<file path="config.mk">
export PLATFORM = sky130hd
export DESIGN_NAME = dbam_top
export DESIGN_NICKNAME = d
export VERILOG_FILES = /design/src/dbam_pkg.sv /design/src/dbam_stab_timer.sv /design/src/dbam_top.sv
export SDC_FILE = /design/constraint.sdc
export NUM_CORES = 1
export LEC_CHECK = 0
export ABC_AREA = 1
export ABC_CLOCK_PERIOD_IN_PS = 1900
export BUFFER_PORTS_ARGS = -buffer_cell sky130_fd_sc_hd__buf_2
export CORE_MARGIN = 8
export CORE_UTILIZATION = 47
export DETAILED_ROUTE_END_ITERATION = 10
export PLACE_DENSITY_LB_ADDON = 0.05
export SYNTH_ARGS = -nofsm -noshare
export SYNTH_HDL_FRONTEND = slang
export SYNTH_SLANG_ARGS = --single-unit
</file>
<file path="constraint.sdc">
create_clock -name clk_i -period 1.9 [get_ports clk_i]
set_input_delay 0.19 -clock clk_i [delete_from_list [all_inputs] [get_ports clk_i]]
set_output_delay 0.19 -clock clk_i [all_outputs]
set_load 0.005 [all_outputs]
</file>
<file path="src/dbam_pkg.sv">
// Purpose: constants and carriers for the direct bank address map
// Assumes: one 10 MHz machine clock, async active-low system reset
// Notes: addresses are byte addresses of the 64 Kbyte CPU space
// How it works
// - one 64 Kbyte space, seven areas decoded
// - I/O area 0x0000-0x007F, memory and direct
// - extended I/O 0x0F80-0x0FFF, memory access only
// - direct operands reach RAM 0x0090-0x00FF
// - 3-bit selector resets zero, no translation
// - direct 0x0000-0x007F always hits I/O
// - selector 1..7 maps 0x0080-0x00FF to windows
// - register area 0x0100-0x01FF, also plain RAM
// - vector table at 0xFFC0-0xFFFF
// - non-volatile register data at 0xFFBB-0xFFBF
// - shared reset pin, out/in enable bits
// - stabilization wait after reset and wake-up
package dbam_pkg;

  localparam logic [15:0] IO_LO = 16'h0000;
  localparam logic [15:0] IO_HI = 16'h007F;
  localparam logic [15:0] HOLE_HI = 16'h008F;
  localparam logic [15:0] RAM_LO = 16'h0090;
  localparam logic [15:0] DIR_RAM_HI = 16'h00FF;
  localparam logic [15:0] GPR_LO = 16'h0100;
  localparam logic [15:0] GPR_HI = 16'h01FF;
  localparam logic [15:0] RAM_HI = 16'h047F;
  localparam logic [15:0] XIO_LO = 16'h0F80;
  localparam logic [15:0] XIO_HI = 16'h0FFF;
  localparam logic [15:0] PROG_LO = 16'h8000;
  localparam logic [15:0] NVR_LO = 16'hFFBB;
  localparam logic [15:0] NVR_HI = 16'hFFBF;
  localparam logic [15:0] VEC_LO = 16'hFFC0;
  localparam logic [15:0] WIN_BASE = 16'h0080;
  localparam logic [7:0] DIR_IO_HI = 8'h7F;
  localparam logic [7:0] DIR_HOLE_HI = 8'h8F;
  localparam logic [2:0] BANK_RESET = 3'h0;
  localparam int SYSTEM_CONFIG_REG_RESET_IN_ENABLE_BIT_POS = 0;
  localparam int SYSTEM_CONFIG_REG_RESET_OUT_ENABLE_BIT_POS = 1;
  localparam logic [1:0] SYSTEM_CONFIG_REG_RESET = 2'h3;
  localparam int CLK_PERIOD_NS = 100;
  localparam int OSC_WAIT_NS = 100000;
  localparam int OSC_WAIT_CYCLES = (OSC_WAIT_NS + CLK_PERIOD_NS - 1) / CLK_PERIOD_NS;
  localparam logic [11:0] OSC_WAIT_LAST = 12'(OSC_WAIT_CYCLES - 1);

  typedef enum logic [1:0] {
    KIND_MEM = 2'h0,
    KIND_DIRECT = 2'h1,
    KIND_GPR = 2'h2,
    KIND_VECTOR = 2'h3
  } dbam_kind_type;

  typedef enum logic [2:0] {
    REG_NONE = 3'h0,
    REG_IO = 3'h1,
    REG_XIO = 3'h2,
    REG_RAM = 3'h3,
    REG_GPR = 3'h4,
    REG_PROG = 3'h5,
    REG_NVR = 3'h6,
    REG_VEC = 3'h7
  } dbam_region_type;

  typedef struct packed {
    logic valid;
    dbam_kind_type kind;
    logic write;
    logic [15:0] addr;
    logic [7:0] wdata;
  } dbam_req_type;

  typedef struct packed {
    logic valid;
    logic write;
    dbam_region_type region;
    logic [15:0] addr;
    logic [7:0] wdata;
  } dbam_acc_type;

  typedef struct packed {
    logic valid;
    logic [7:0] rdata;
  } dbam_rsp_type;

endpackage : dbam_pkg

</file>
<file path="src/dbam_stab_timer.sv">
// Purpose: oscillation stabilization wait counter
// Assumes: start is a one-cycle pulse
// Notes: runs from reset release without a start pulse
`timescale 1ns/1ps
module dbam_stab_timer (
  input wire logic clk_i,
  input wire logic arst_n_i,
  input wire logic start_i,
  output logic done_o
);

  typedef struct packed {
    logic busy;
    logic done;
    logic [11:0] cnt;
  } dbam_tmr_type;

  dbam_tmr_type state;
  dbam_tmr_type next_state;

  always_comb
  begin
    next_state = state;
    next_state.done = 1'b0;
    if (start_i)
    begin
      next_state.busy = 1'b1;
      next_state.cnt = 12'h000;
    end
    else if (state.busy)
    begin
      if (state.cnt == dbam_pkg::OSC_WAIT_LAST)
      begin
        next_state.busy = 1'b0;
        next_state.done = 1'b1;
      end
      else
      begin
        next_state.cnt = state.cnt + 12'h001;
      end
    end
  end

  // busy at reset: the power-on wait starts by itself
  always_ff @(posedge clk_i or negedge arst_n_i)
  begin
    if (!arst_n_i)
    begin
      state <= '{busy: 1'b1, done: 1'b0, cnt: 12'h000};
    end
    else
    begin
      state <= next_state;
    end
  end

  assign done_o = state.done;

endmodule : dbam_stab_timer

</file>
<file path="src/dbam_top.sv">
// Purpose: address decode and direct bank translation for the CPU space
// Assumes: memories answer combinationally in the cycle the access is shown
// Notes: one access in flight; reads answer one edge after being taken
`timescale 1ns/1ps
module dbam_top (
  input wire logic clk_i,
  input wire logic arst_n_i,
  input wire dbam_pkg::dbam_req_type cpu_req_i,
  input wire logic bank_wr_i,
  input wire logic [2:0] bank_wdata_i,
  input wire logic system_config_reg_wr_i,
  input wire logic [1:0] system_config_reg_wdata_i,
  input wire logic wake_i,
  input wire logic int_rst_req_i,
  input wire logic [7:0] io_rdata_i,
  input wire logic [7:0] ram_rdata_i,
  input wire logic [7:0] prog_rdata_i,
  input wire logic rst_pin_i,
  input wire logic gpio_out_i,
  input wire logic gpio_dir_i,
  output dbam_pkg::dbam_acc_type mem_acc_o,
  output dbam_pkg::dbam_rsp_type cpu_rsp_o,
  output logic cpu_hold_o,
  output logic [2:0] bank_window_select_o,
  output logic [1:0] system_config_reg_o,
  output logic ext_rst_req_o,
  output logic gpio_in_o,
  output logic rst_pin_o,
  output logic rst_pin_oe_o
);

  typedef enum logic [1:0] {
    ST_WAIT = 2'b01,
    ST_RUN = 2'b10
  } dbam_state_type;

  typedef struct packed {
    dbam_state_type fsm;
    logic [2:0] bank;
    logic [1:0] system_config_reg;
    dbam_pkg::dbam_acc_type acc;
    logic rd_pend;
    dbam_pkg::dbam_region_type rd_region;
    dbam_pkg::dbam_rsp_type rsp;
    logic ext_rst;
    logic gpio_in;
    logic pin_oe;
  } dbam_regs_type;

  dbam_regs_type state;
  dbam_regs_type next_state;
  logic tmr_start;
  logic tmr_done;

  // region of a physical address; shared by every access kind
  function automatic dbam_pkg::dbam_region_type region_of(input logic [15:0] a);
    dbam_pkg::dbam_region_type r;
    r = dbam_pkg::REG_NONE;
    if (a <= dbam_pkg::IO_HI)
    begin
      r = dbam_pkg::REG_IO;
    end
    else if (a <= dbam_pkg::HOLE_HI)
    begin
      r = dbam_pkg::REG_NONE;
    end
    // register area lies inside RAM: test it first so it is named
    else if (a >= dbam_pkg::GPR_LO && a <= dbam_pkg::GPR_HI)
    begin
      r = dbam_pkg::REG_GPR;
    end
    else if (a >= dbam_pkg::RAM_LO && a <= dbam_pkg::RAM_HI)
    begin
      r = dbam_pkg::REG_RAM;
    end
    else if (a >= dbam_pkg::XIO_LO && a <= dbam_pkg::XIO_HI)
    begin
      r = dbam_pkg::REG_XIO;
    end
    else if (a >= dbam_pkg::VEC_LO)
    begin
      r = dbam_pkg::REG_VEC;
    end
    else if (a >= dbam_pkg::NVR_LO && a <= dbam_pkg::NVR_HI)
    begin
      r = dbam_pkg::REG_NVR;
    end
    else if (a >= dbam_pkg::PROG_LO)
    begin
      r = dbam_pkg::REG_PROG;
    end
    return r;
  endfunction : region_of

  // direct operand to physical address; valid is low for the hole
  function automatic logic [16:0] direct_map(input logic [7:0] op, input logic [2:0] bank);
    logic [16:0] m;
    m = {1'b0, 16'h0000};
    if (op <= dbam_pkg::DIR_IO_HI)
    begin
      m = {1'b1, 8'h00, op};
    end
    else if (bank == dbam_pkg::BANK_RESET)
    begin
      if (op > dbam_pkg::DIR_HOLE_HI)
      begin
        m = {1'b1, 8'h00, op};
      end
      else
      begin
        m = {1'b0, 16'h0000};
      end
    end
    else
    begin
      // window n starts at 0x80 * (n + 1)
      m = {1'b1, dbam_pkg::WIN_BASE + {6'h00, bank, op[6:0]}};
    end
    return m;
  endfunction : direct_map

  // one timer serves the power-on wait and every wake-up wait
  dbam_stab_timer u_stab (
    .clk_i(clk_i),
    .arst_n_i(arst_n_i),
    .start_i(tmr_start),
    .done_o(tmr_done)
  );

  always_comb
  begin
    logic [16:0] dm;
    logic [15:0] pa;
    logic hit;
    dbam_pkg::dbam_region_type rg;
    dm = 17'h00000;
    pa = 16'h0000;
    hit = 1'b0;
    rg = dbam_pkg::REG_NONE;
    next_state = state;
    tmr_start = 1'b0;
    next_state.acc.valid = 1'b0;
    next_state.rsp.valid = 1'b0;

    // wait after power-on and after leaving stop or subclock mode,
    // whichever clock source is in use
    case (state.fsm)
      ST_WAIT:
      begin
        if (tmr_done)
        begin
          next_state.fsm = ST_RUN;
        end
      end
      ST_RUN:
      begin
        if (wake_i)
        begin
          tmr_start = 1'b1;
          next_state.fsm = ST_WAIT;
        end
      end
      default:
      begin
        next_state.fsm = ST_WAIT;
      end
    endcase

    if (bank_wr_i)
    begin
      next_state.bank = bank_wdata_i;
    end
    if (system_config_reg_wr_i)
    begin
      next_state.system_config_reg = system_config_reg_wdata_i;
    end

    // translate the request into a physical access
    case (cpu_req_i.kind)
      dbam_pkg::KIND_DIRECT:
      begin
        dm = direct_map(cpu_req_i.addr[7:0], state.bank);
        pa = dm[15:0];
        hit = dm[16];
      end
      dbam_pkg::KIND_GPR:
      begin
        pa = dbam_pkg::GPR_LO + {8'h00, cpu_req_i.addr[7:0]};
        hit = 1'b1;
      end
      dbam_pkg::KIND_VECTOR:
      begin
        pa = dbam_pkg::VEC_LO + {10'h000, cpu_req_i.addr[4:0], 1'b0};
        hit = 1'b1;
      end
      default:
      begin
        pa = cpu_req_i.addr;
        hit = 1'b1;
      end
    endcase
    rg = hit ? region_of(pa) : dbam_pkg::REG_NONE;

    // read answer from the region shown in the previous cycle;
    // the memories answer that access combinationally
    next_state.rd_pend = 1'b0;
    if (state.rd_pend)
    begin
      next_state.rsp.valid = 1'b1;
      case (state.rd_region)
        dbam_pkg::REG_IO, dbam_pkg::REG_XIO:
        begin
          next_state.rsp.rdata = io_rdata_i;
        end
        dbam_pkg::REG_RAM, dbam_pkg::REG_GPR:
        begin
          next_state.rsp.rdata = ram_rdata_i;
        end
        dbam_pkg::REG_PROG, dbam_pkg::REG_NVR, dbam_pkg::REG_VEC:
        begin
          next_state.rsp.rdata = prog_rdata_i;
        end
        default:
        begin
          next_state.rsp.rdata = 8'h00;
        end
      endcase
    end

    // requests are ignored while the clock is settling;
    // a wake in the same cycle wins over the request
    if (cpu_req_i.valid && state.fsm == ST_RUN && !wake_i)
    begin
      next_state.acc.addr = pa;
      next_state.acc.region = rg;
      next_state.acc.wdata = cpu_req_i.wdata;
      next_state.acc.write = cpu_req_i.write;
      // program space is read-only here; unmapped writes vanish
      if (cpu_req_i.write)
      begin
        next_state.acc.valid = (rg == dbam_pkg::REG_IO) || (rg == dbam_pkg::REG_XIO)
          || (rg == dbam_pkg::REG_RAM) || (rg == dbam_pkg::REG_GPR);
      end
      else
      begin
        next_state.acc.valid = (rg != dbam_pkg::REG_NONE);
        next_state.rd_pend = 1'b1;
        next_state.rd_region = rg;
      end
    end

    // shared reset pin: reset input or general-purpose I/O, plus
    // an open-drain reset output gated by its own enable;
    // reset input enable low hands the pin to general-purpose I/O
    next_state.gpio_in = rst_pin_i;
    next_state.ext_rst = state.system_config_reg[dbam_pkg::SYSTEM_CONFIG_REG_RESET_IN_ENABLE_BIT_POS] && !rst_pin_i;
    if (state.system_config_reg[dbam_pkg::SYSTEM_CONFIG_REG_RESET_OUT_ENABLE_BIT_POS] && (int_rst_req_i || state.fsm == ST_WAIT))
    begin
      next_state.pin_oe = 1'b1;
    end
    else if (!state.system_config_reg[dbam_pkg::SYSTEM_CONFIG_REG_RESET_IN_ENABLE_BIT_POS])
    begin
      next_state.pin_oe = gpio_dir_i && !gpio_out_i;
    end
    else
    begin
      next_state.pin_oe = 1'b0;
    end
  end

  // pin held low at reset: the device stays in reset until the wait ends
  always_ff @(posedge clk_i or negedge arst_n_i)
  begin
    if (!arst_n_i)
    begin
      state.fsm <= ST_WAIT;
      state.bank <= dbam_pkg::BANK_RESET;
      state.system_config_reg <= dbam_pkg::SYSTEM_CONFIG_REG_RESET;
      state.acc <= '0;
      state.rd_pend <= 1'b0;
      state.rd_region <= dbam_pkg::REG_NONE;
      state.rsp <= '0;
      state.ext_rst <= 1'b0;
      state.gpio_in <= 1'b1;
      state.pin_oe <= 1'b1;
    end
    else
    begin
      state <= next_state;
    end
  end

  assign mem_acc_o = state.acc;
  assign cpu_rsp_o = state.rsp;
  assign cpu_hold_o = state.fsm[0];
  assign bank_window_select_o = state.bank;
  assign system_config_reg_o = state.system_config_reg;
  assign ext_rst_req_o = state.ext_rst;
  assign gpio_in_o = state.gpio_in;
  // open drain: data fixed low, only the enable moves the pin
  assign rst_pin_o = 1'b0;
  assign rst_pin_oe_o = state.pin_oe;

endmodule : dbam_top

</file>
==> results_dict.tcl, run 1 <==
set metrics [dict create \
    outcome "finished, violations left" \
    violations "negative setup slack" \
    fin_setup_tns_ns -0.2495 \
    synthesis.area_um2 3654 \
    die-height_um 104.2 \
    final_layout_size_suffix_gt1_frac 0.3546 \
    drv_slew 0 \
    grt_pass1_wl_um 14570 \
    synth-seq-cells 66 \
    rows 32 \
    rsz0062_at_grt "yes" \
    synth.avg_cell_area_um2 7.925 \
    antenna_found_initial 0 \
    switching_share 0.2903 \
    cp_top_family "simple AND/OR/NAND/NOR gates" \
    crit_path_top_delay_cell "dfrtp_1" \
    hold_viol_final 0 \
    h-tree-depth 3 \
    setup_viol 5 \
    routed_wl_um 8674 \
    synthFlopType "dfrtp_1" \
    synth_compound_gate_area_share 0.1082 \
    io_buffers 112 \
    timing.critical_path.buf_inv 3 \
    ir_drop_uv 384.8 \
    die_w_um 104.2 \
    crit_path_end_kind "flip-flop" \
    synth_top_area_frac 0.4110 \
    cp-startpoint "bank_window_select_o[0]" \
    nNetsFinal 628 \
    synth_edf_count 0 \
    r2r_start "bank_window_select_o[0]" \
    pin_count 114 \
    power_mw 3.389 \
    ys_async_sr_fraction 1.000 \
    core_area_um2 7647 \
    crit_fanout 4 \
    final_common_cell "nand2_1" \
    pwr-share-clk 0.356 \
    synth_warnings 0 \
    cts.sinks 66 \
    synth-xor-area-share 0.004795 \
    max_freq_ghz 0.4898 \
    ys_seq_area_frac 0.4541 \
    ant_nets 0 \
    clk_pin_slew_worst_paths_ns 0.08 \
    cp_slowest_stage_delay_ns 0.42 \
    syn2layout_area_growth_pct 22.53 \
    grt_max_degree 67 \
    p_int_mw 2.405 \
    yosysUniqueCellTypes 35 \
    drt_first_iter_violations 109 \
    grt_pass1_vias 3115 \
    power_switching_mw 0.9838 \
    yosys.area_share.simple 0.2404 \
    die_area_um2 10850 \
    p_leak_nw 2.352 \
    synth_top_family_by_area "simple AND/OR/NAND/NOR gates" \
    wl_per_cell_um 13.02 \
    synthAdderAreaFrac 0.01027 \
    synth_top_cell_by_area "dfrtp_1" \
    diodes 0 \
    fin_worst_skew_ns 0.009610 \
    required_ns 2.13 \
    timing.max_cap.violations 0 \
    dr.pass1.iters 4 \
    power_density_nw_per_um2 756.9 \
    combinationalPowerShare 0.174 \
    cts_buffers 9 \
    post-route-period-util 1.074 \
    path_class "reg2reg" \
    vias_per_cell 4.796 \
    syn-num-nets 530 \
    min_from "system_config_reg_wr_i" \
    hold_class "in2reg" \
    clock_path_buffers 2 \
    dp_hpwl_um 6673 \
    syn-instance-count 461 \
    fin_ws_ns -0.1415 \
    start_util 0.4777 \
    finalCriticalPeriod_ns 2.041 \
    drc 0 \
    arrival_ns 2.28 \
    grt_use_total 0.1621 \
    overflow 0 \
    cts_root_buffer "clkbuf_8" \
    startpoint_type "flip-flop" \
    gp_congestion 0.8170 \
    tritoncts "built" \
    final_cell_mix "116 x nand2_1, 112 x buf_2, 60 x dfrtp_1" \
    crit_chain "inv_2 -> ha_4 -> inv_2 -> nor2_4 -> nor2_2 -> nand2_1 -> nand2_1 -> nand2_2 -> nor2_4 -> nand3_2 -> buf_4 -> o21ai_0 -> o21ai_2 -> a21oi_1 -> nor2_1" \
    clk_latency_ns 0.34 \
    synth.area.top_cells "dfrtp_1 41%, nand2_1 12%, buf_4 9.2%, inv_1 4.7%, nor2_1 4.4%" \
    seq_power_share 0.469 \
    synthMuxAreaShare 0.02774 \
    vias 3194 \
]
[registers in the layout, indices dropped and copies added (netlist names)]
register	flops
bank_window_select_o	3
cpu_hold_o	1
cpu_rsp_o	9
ext_rst_req_o	1
gpio_in_o	1
mem_acc_o	29
rst_pin_oe_o	1
state	5
system_config_reg_o	2
u_stab.done_o	1
u_stab.state	13
[power groups by stage]
stage,logic [mW],clock network (mW),registers [mW]
after floorplan,0.364,0,1.60
after global placement,0.559,0,1.61
after detailed placement,0.571,0,1.62
after CTS,0.592,1.23,1.59
after global routing,0.675,1.30,1.61
final,0.591,1.21,1.59
[path summary, 6_finish.rpt]
path | slack [ns] | depth (start not counted) | endpoint
setup reg to reg | -0.14 | 15 | mem_acc_o[28]
max in group asynchronous | 1.16 | 3 | system_config_reg_o[1]
hold / removal | 0.03 | 2 | system_config_reg_o[0]
hold reg to reg | 0.48 | 2 | mem_acc_o[0]
min in group asynchronous | 0.38 | 3 | bank_window_select_o[1]
setup / recovery | -0.14 | 15 | mem_acc_o[28]
[layout make-up]
class / count / area, um2
fillers: 740 / 3171
flip-flops and latches: 66 / 1659
multi-input cells: 291 / 1505
repair buffers: 140 / 790.8
inverters: 51 / 191.4
well taps: 102 / 127.6
clock buffers: 9 / 123.9
clock inverters: 7 / 78.83
[through the flow]
step / instance area (um2) / worst slack [ns] / utilization / instances / hold slack (ns)
after CTS: 4442 / -0.1317 / 0.5808 / 665 / 0.01879
after floorplan: 3656 / 0.02318 / - / 461 / -0.1056
final: 4477 / -0.1415 / 0.5854 / 666 / 0.03187
after global placement: 4168 / -0.09676 / 0.5450 / 646 / 0.2321
after detailed placement: 4168 / -0.1970 / 0.5450 / 646 / 0.2375
after global routing: 4477 / -0.2813 / 0.5854 / 666 / 0.01972
[metal layers]
metal | vias to the layer above | GRT usage | part of all wire
met2 | 95 | 0.2429 | 0.43
met4 | 0 | 0.07032 | 0.016
met1 | 1439 | 0.2082 | 0.48
li1 | 1649 | - | -
met5 | - | 0 | 0
met3 | 11 | 0.05390 | 0.065
[what timing repair did]
item / CTS / global route
setup buffers: 0 / 1
hold buffers: 3 / 0
endpoints found under the setup margin: 5 / 7
endpoints found under the hold margin: 63 / 0
gates resized for setup: 13 / 10
pin swaps: 11 / 11
[synth_stat cells (2+ instances only)]
cell / instances
nand2_1: 117
dfrtp_1: 60
inv_1: 46
buf_4: 45
nor2_1: 43
o21ai_0: 27
nand3_1: 24
a21oi_1: 11
mux2_2: 9
o211ai_1: 9
a31oi_1: 8
nand4_1: 7
o21ai_1: 7
dfstp_2: 6
clkbuf_1: 5
inv_2: 5
nand2_2: 5
ha_1: 3
nor3_1: 3
o22ai_1: 3
buf_1: 2
nor2_4: 2
xor2_1: 2
[cells by family (layout without fill, tap and decap cells)]
group,count (synthesis),count (layout)
compound gates,69,69
xor+xnor,2,2
fa+ha+maj,3,3
buf+inv,104,207
flops,66,66
mux,9,9
other cells,1,1
simple gates,207,207
Note: power is estimated with default switching activity, not from simulation.
==> run 2: changes to the inputs <==
- HOLD_SLACK_MARGIN: default -> 0.05
- SKIP_CTS_REPAIR_TIMING: default -> 1
==> run 2 against run 1 <==
The run still ends with negative setup slack left. Sequential power about the same. Sequential cell count is the same. Cell area up 1.1%. Via count increased by 1.4%. Sequential share of layout area down 0.39 points. Utilization rose by 0.62 points. Register-to-register slack gained 0.02 ns. Critical path type unchanged. Critical endpoint unchanged. Largest cell class unchanged. Largest power group unchanged.
==> results_dict.tcl, run 2 (synthesis results as in run 1) <==
set metrics [dict create \
    max_freq_ghz 0.4939 \
    crit_path_end_kind "flip-flop" \
    cts_buffers 9 \
    path_class "reg2reg" \
    grt_pass1_wl_um 14450 \
    cpMostUsedCell "nand2_1" \
    ff2ff_setup_slack_ns -0.12 \
    dr.pass1.iters 4 \
    h-tree-depth 3 \
    wl_per_cell_um 13.06 \
    final_common_cell "nand2_1" \
    start_util 0.4777 \
    gr-max-usage-layer "met2" \
    rows 32 \
    ir_drop_uv 384.6 \
    outcome "finished, violations left" \
    grt_use_total 0.1604 \
    antenna_found_initial 0 \
    power_density_nw_per_um2 751.4 \
    timing.rr.end "mem_acc_o[28]" \
    ant_nets 0 \
    hold_class "in2reg" \
    placed_area_um2 4168 \
    fin_worst_skew_ns 0.008727 \
    rsz0062_at_grt "yes" \
    gp_congestion 0.8170 \
    hold_viol_final 0 \
    clock_path_buffers 2 \
    worst_r2r_path_depth 16 \
    startpoint_type "flip-flop" \
    final_layout_size_suffix_gt1_frac 0.3450 \
    arrival_ns 2.30 \
    r2r_start "bank_window_select_o[0]" \
    setup_viol 5 \
    diodes 0 \
    cp_num_cells 16 \
    fill_cells 734 \
    cts.sinks 66 \
    io_buffers 112 \
    nNetsFinal 635 \
    largest_reg_flops 29 \
    final_cell_mix "116 x nand2_1, 112 x buf_2, 60 x dfrtp_1" \
    drv_slew 0 \
    vias_per_cell 4.814 \
    die_area_um2 10850 \
    tritoncts "built" \
    dp_hpwl_um 6673 \
    vias 3240 \
    die-height_um 104.2 \
    grt_max_degree 67 \
    pin_count 114 \
    clk_latency_ns 0.34 \
    overflow 0 \
    timing.critical_path.buf_inv 2 \
    holdPathStages 3 \
    drt_first_iter_violations 104 \
    met2_usage 0.2379 \
    fin_area_um2 4524 \
    use_met1 0.2071 \
    fin_ws_ns -0.1246 \
    die_w_um 104.2 \
    finalCriticalPeriod_ns 2.025 \
    core_area_um2 7647 \
    crit_path_top_delay_cell "dfrtp_1" \
    post-route-period-util 1.066 \
    min_from "cpu_req_i[1]" \
    cp_top_family "simple AND/OR/NAND/NOR gates" \
    timing.max_cap.violations 0 \
    drc 0 \
    grt_use_met3 0.05452 \
    crit_fanout 4 \
    syn2layout_area_growth_pct 23.84 \
    violations "negative setup slack" \
    clk_pin_slew_worst_paths_ns 0.08 \
    grt_pass1_vias 3101 \
    p_leak_nw 2.379 \
    cts_root_buffer "clkbuf_8" \
    cp_slowest_stage_delay_ns 0.43 \
    required_ns 2.18 \
    crit_chain "inv_2 -> ha_4 -> inv_2 -> nor2_4 -> nor2_1 -> nand2_1 -> nand2_1 -> nand2_2 -> nand2_2 -> nor2_2 -> or3b_1 -> nand2_1 -> nand2_2 -> nand3_1 -> nand2_1 -> nor2_1" \
    routed_wl_um 8790 \
    whs_endpoint "mem_acc_o[1]" \
    hold_ws_ns 0.03718 \
]
run 2: final cells by class:
class / count / area (um2) / share of cell area
tap: 102 / 127.6 / 0.02821
sequential: 66 / 1659 / 0.3667
clock inverter: 7 / 78.83 / 0.01742
inverter: 51 / 191.4 / 0.04231
clock buffer: 9 / 123.9 / 0.02738
multi-input combinational: 291 / 1485 / 0.3283
timing repair buffer: 147 / 858.3 / 0.1897
run 2: where the power goes:
group	switching (mW)	total, mW	internal (mW)
logic	0.322	0.602	0.280
registers	0.0717	1.59	1.52
clock network	0.591	1.21	0.616
total	0.984	3.40	2.42
run 2: worst max-delay path by stage:
stage / from / endpoint / slack, ns
final: bank_window_select_o[0] / mem_acc_o[28] / -0.12
after global routing: bank_window_select_o[0] / mem_acc_o[28] / -0.29
after CTS: bank_window_select_o[0] / mem_acc_o[28] / -0.21
after detailed placement: bank_window_select_o[0] / mem_acc_o[28] / -0.20
after global placement: bank_window_select_o[0] / mem_acc_o[28] / -0.1
after floorplan: bank_window_select_o[0] / mem_acc_o[28] / 0.02
run 2: per-stage QoR:
stage	utilization	cells	setup WS (ns)	setup TNS (ns)	total power, mW
6_report	0.5916	673	-0.1246	-0.2862	3.400
3_5_place_dp	0.5450	646	-0.1970	-0.5021	2.187
4_1_cts	0.5715	662	-0.2103	-0.5891	3.396
2_1_floorplan	-	461	0.02318	0	1.967
5_1_grt	0.5916	673	-0.2913	-1.131	3.597
3_3_place_gp	0.5450	646	-0.09676	-0.1270	2.172
run 2: tightest hold or removal path, delay by kind of cell:
family	cells	cell delay, ns
simple gates	2	0.09
buf+inv	1	0.08
run 2: routing by layer:
| metal | up-vias | share of wire |
|---|---|---|
| met1 | 1472 | 0.48 |
| li1 | 1662 | - |
| met4 | 0 | 0.019 |
| met5 | - | 0 |
| met2 | 93 | 0.44 |
| met3 | 13 | 0.063 |
==> run 3: changes to the inputs <==
- ABC_CLOCK_PERIOD_IN_PS: 1900 -> 2200
- CORE_UTILIZATION: 47 -> 52
- clock period: 1.9 -> 2.2 ns (I/O delays scaled with it)
==> run 3 against run 2 <==
The run now ends clean. Register-to-register slack improved by 0.22 ns. Setup slack better by 0.22 ns. Die area shrank 8.2%. Count of clock-buffer cells in the layout grew 1. Total power is 18% lower. Critical path type unchanged. Critical endpoint is now mem_acc_o[24]. Largest power group unchanged.
==> results_dict.tcl, run 3 (synthesis results as in run 1) <==
set metrics [dict create \
    outcome "completed" \
    pin_count 114 \
    min_from "cpu_req_i[2]" \
    startpoint_type "flip-flop" \
    grt_use_total 0.1746 \
    max_slew.worst_pin.slew_ns 0.5877 \
    final_layout_size_suffix_gt1_frac 0.3388 \
    drc 0 \
    clk_latency_ns 0.35 \
    grt_pass1_vias 3012 \
    die-height_um 99.82 \
    tritoncts "built" \
    crit_path_top_delay_cell "dfrtp_1" \
    relSlewSlack 0.6074 \
    power_mw 2.799 \
    rsz0062_at_grt "yes" \
    start_util 0.5378 \
    final_cell_mix "114 x nand2_1, 112 x buf_2, 60 x dfrtp_1" \
    timing.max_cap.violations 0 \
    path_class "reg2reg" \
    arrival_ns 2.38 \
    routed_wl_um 8702 \
    grt_pass1_wl_um 13940 \
    cts.sinks 66 \
    overflow 0 \
    holdPathStages 3 \
    fin_setup_tns_ns 0 \
    post-route-period-util 0.9553 \
    ant_nets 0 \
    grt_max_degree 46 \
    nNetsFinal 613 \
    ir_drop_uv 391.1 \
    p_leak_nw 2.267 \
    cts_root_buffer "clkbuf_8" \
    whs_endpoint "mem_acc_o[2]" \
    antenna_found_initial 0 \
    fin_util 0.6403 \
    fin_ws_ns 0.09837 \
    timing.rr.end "mem_acc_o[24]" \
    gp_congestion 0.8853 \
    fill_cells 616 \
    dr.pass1.iters 4 \
    drt_first_iter_violations 119 \
    final_common_cell "nand2_1" \
    clock_path_buffers 2 \
    finalCriticalPeriod_ns 2.102 \
    clk_pin_slew_worst_paths_ns 0.08 \
    fin_worst_skew_ns 0.01166 \
    die_w_um 99.82 \
    drv_slew 0 \
    cts_buffers 9 \
    r2r_start "bank_window_select_o[1]" \
    max_freq_ghz 0.4758 \
    vias_per_cell 4.878 \
    largest_reg_flops 29 \
    rows 30 \
    vias 3146 \
    hold_viol_final 0 \
    ff2ff_setup_slack_ns 0.1 \
    io_buffers 112 \
    worst_r2r_path_depth 15 \
    required_ns 2.48 \
    syn2layout_area_growth_pct 19.08 \
    crit_chain "inv_2 -> ha_4 -> inv_2 -> nor2_4 -> nor2_2 -> nand2_1 -> nand2_1 -> nand2_2 -> nand2_2 -> nor2_2 -> or3b_1 -> nand2_1 -> nand2_2 -> buf_4 -> o21ai_1" \
    setup_viol 0 \
    core_area_um2 6794 \
    crit_path_end_kind "flip-flop" \
    dp_hpwl_um 6565 \
    h-tree-depth 3 \
    power_density_nw_per_um2 643.4 \
    diodes 0 \
    hold_class "in2reg" \
    wl_per_cell_um 13.49 \
    crit_fanout 4 \
    dp_slack_ns 0.03911 \
    cp_slowest_stage_delay_ns 0.40 \
    die_area_um2 9964 \
]
-- run 3: area by class of cell --
class	instances	area (um2)	area share
tap	96	120.1	0.02761
clock buffer	10	137.6	0.03164
sequential	66	1659	0.3814
inverter	51	191.4	0.04400
multi-input combinational	291	1513	0.3477
clock inverter	6	41.29	0.009491
timing repair buffer	125	688.2	0.1582
-- run 3: metrics by stage --
stage / area [um2] / std cells / hold slack (ns)
6_report: 4350 / 645 / 0.06037
5_1_grt: 4350 / 645 / 0.05511
4_1_cts: 4179 / 635 / -0.1600
3_5_place_dp: 4000 / 619 / 0.2220
3_3_place_gp: 4000 / 619 / 0.2195
2_1_floorplan: 3654 / 461 / -0.07559
-- run 3: per-layer routing --
metal / up-vias / routed length [um] / GRT usage
met2: 107 / 3925 / 0.2689
met1: 1425 / 3913 / 0.2142
met3: 10 / 755 / 0.07474
met5: - / 0 / 0
li1: 1604 / - / -
met4: 0 / 107 / 0.05821
-- run 3: how the worst max path moves through the flow --
stage / end / cells after the start / slack, ns / startpoint
after CTS: mem_acc_o[28] / 15 / 0.03 / bank_window_select_o[0]
after floorplan: mem_acc_o[28] / 15 / 0.29 / bank_window_select_o[0]
after global placement: mem_acc_o[28] / 15 / 0.15 / bank_window_select_o[0]
after detailed placement: mem_acc_o[28] / 15 / 0.04 / bank_window_select_o[0]
after global routing: mem_acc_o[28] / 20 / -0.15 / bank_window_select_o[0]
final: mem_acc_o[24] / 15 / 0.1 / bank_window_select_o[1]
-- run 3: where the power goes --
part / internal, mW / switching (mW)
registers: 1.31 / 0.0632
clock network: 0.439 / 0.491
logic: 0.217 / 0.277
total: 1.97 / 0.831
-- run 3: critical path: cells and delay by family, from the launching register on --
kind,cells,cell delay (ns)
AOI/OAI and AO/OA,1,0.10
DFF,1,0.40
adders and majority gates,1,0.14
buffers and inverters,3,0.27
and+or+nand+nor,10,1.11
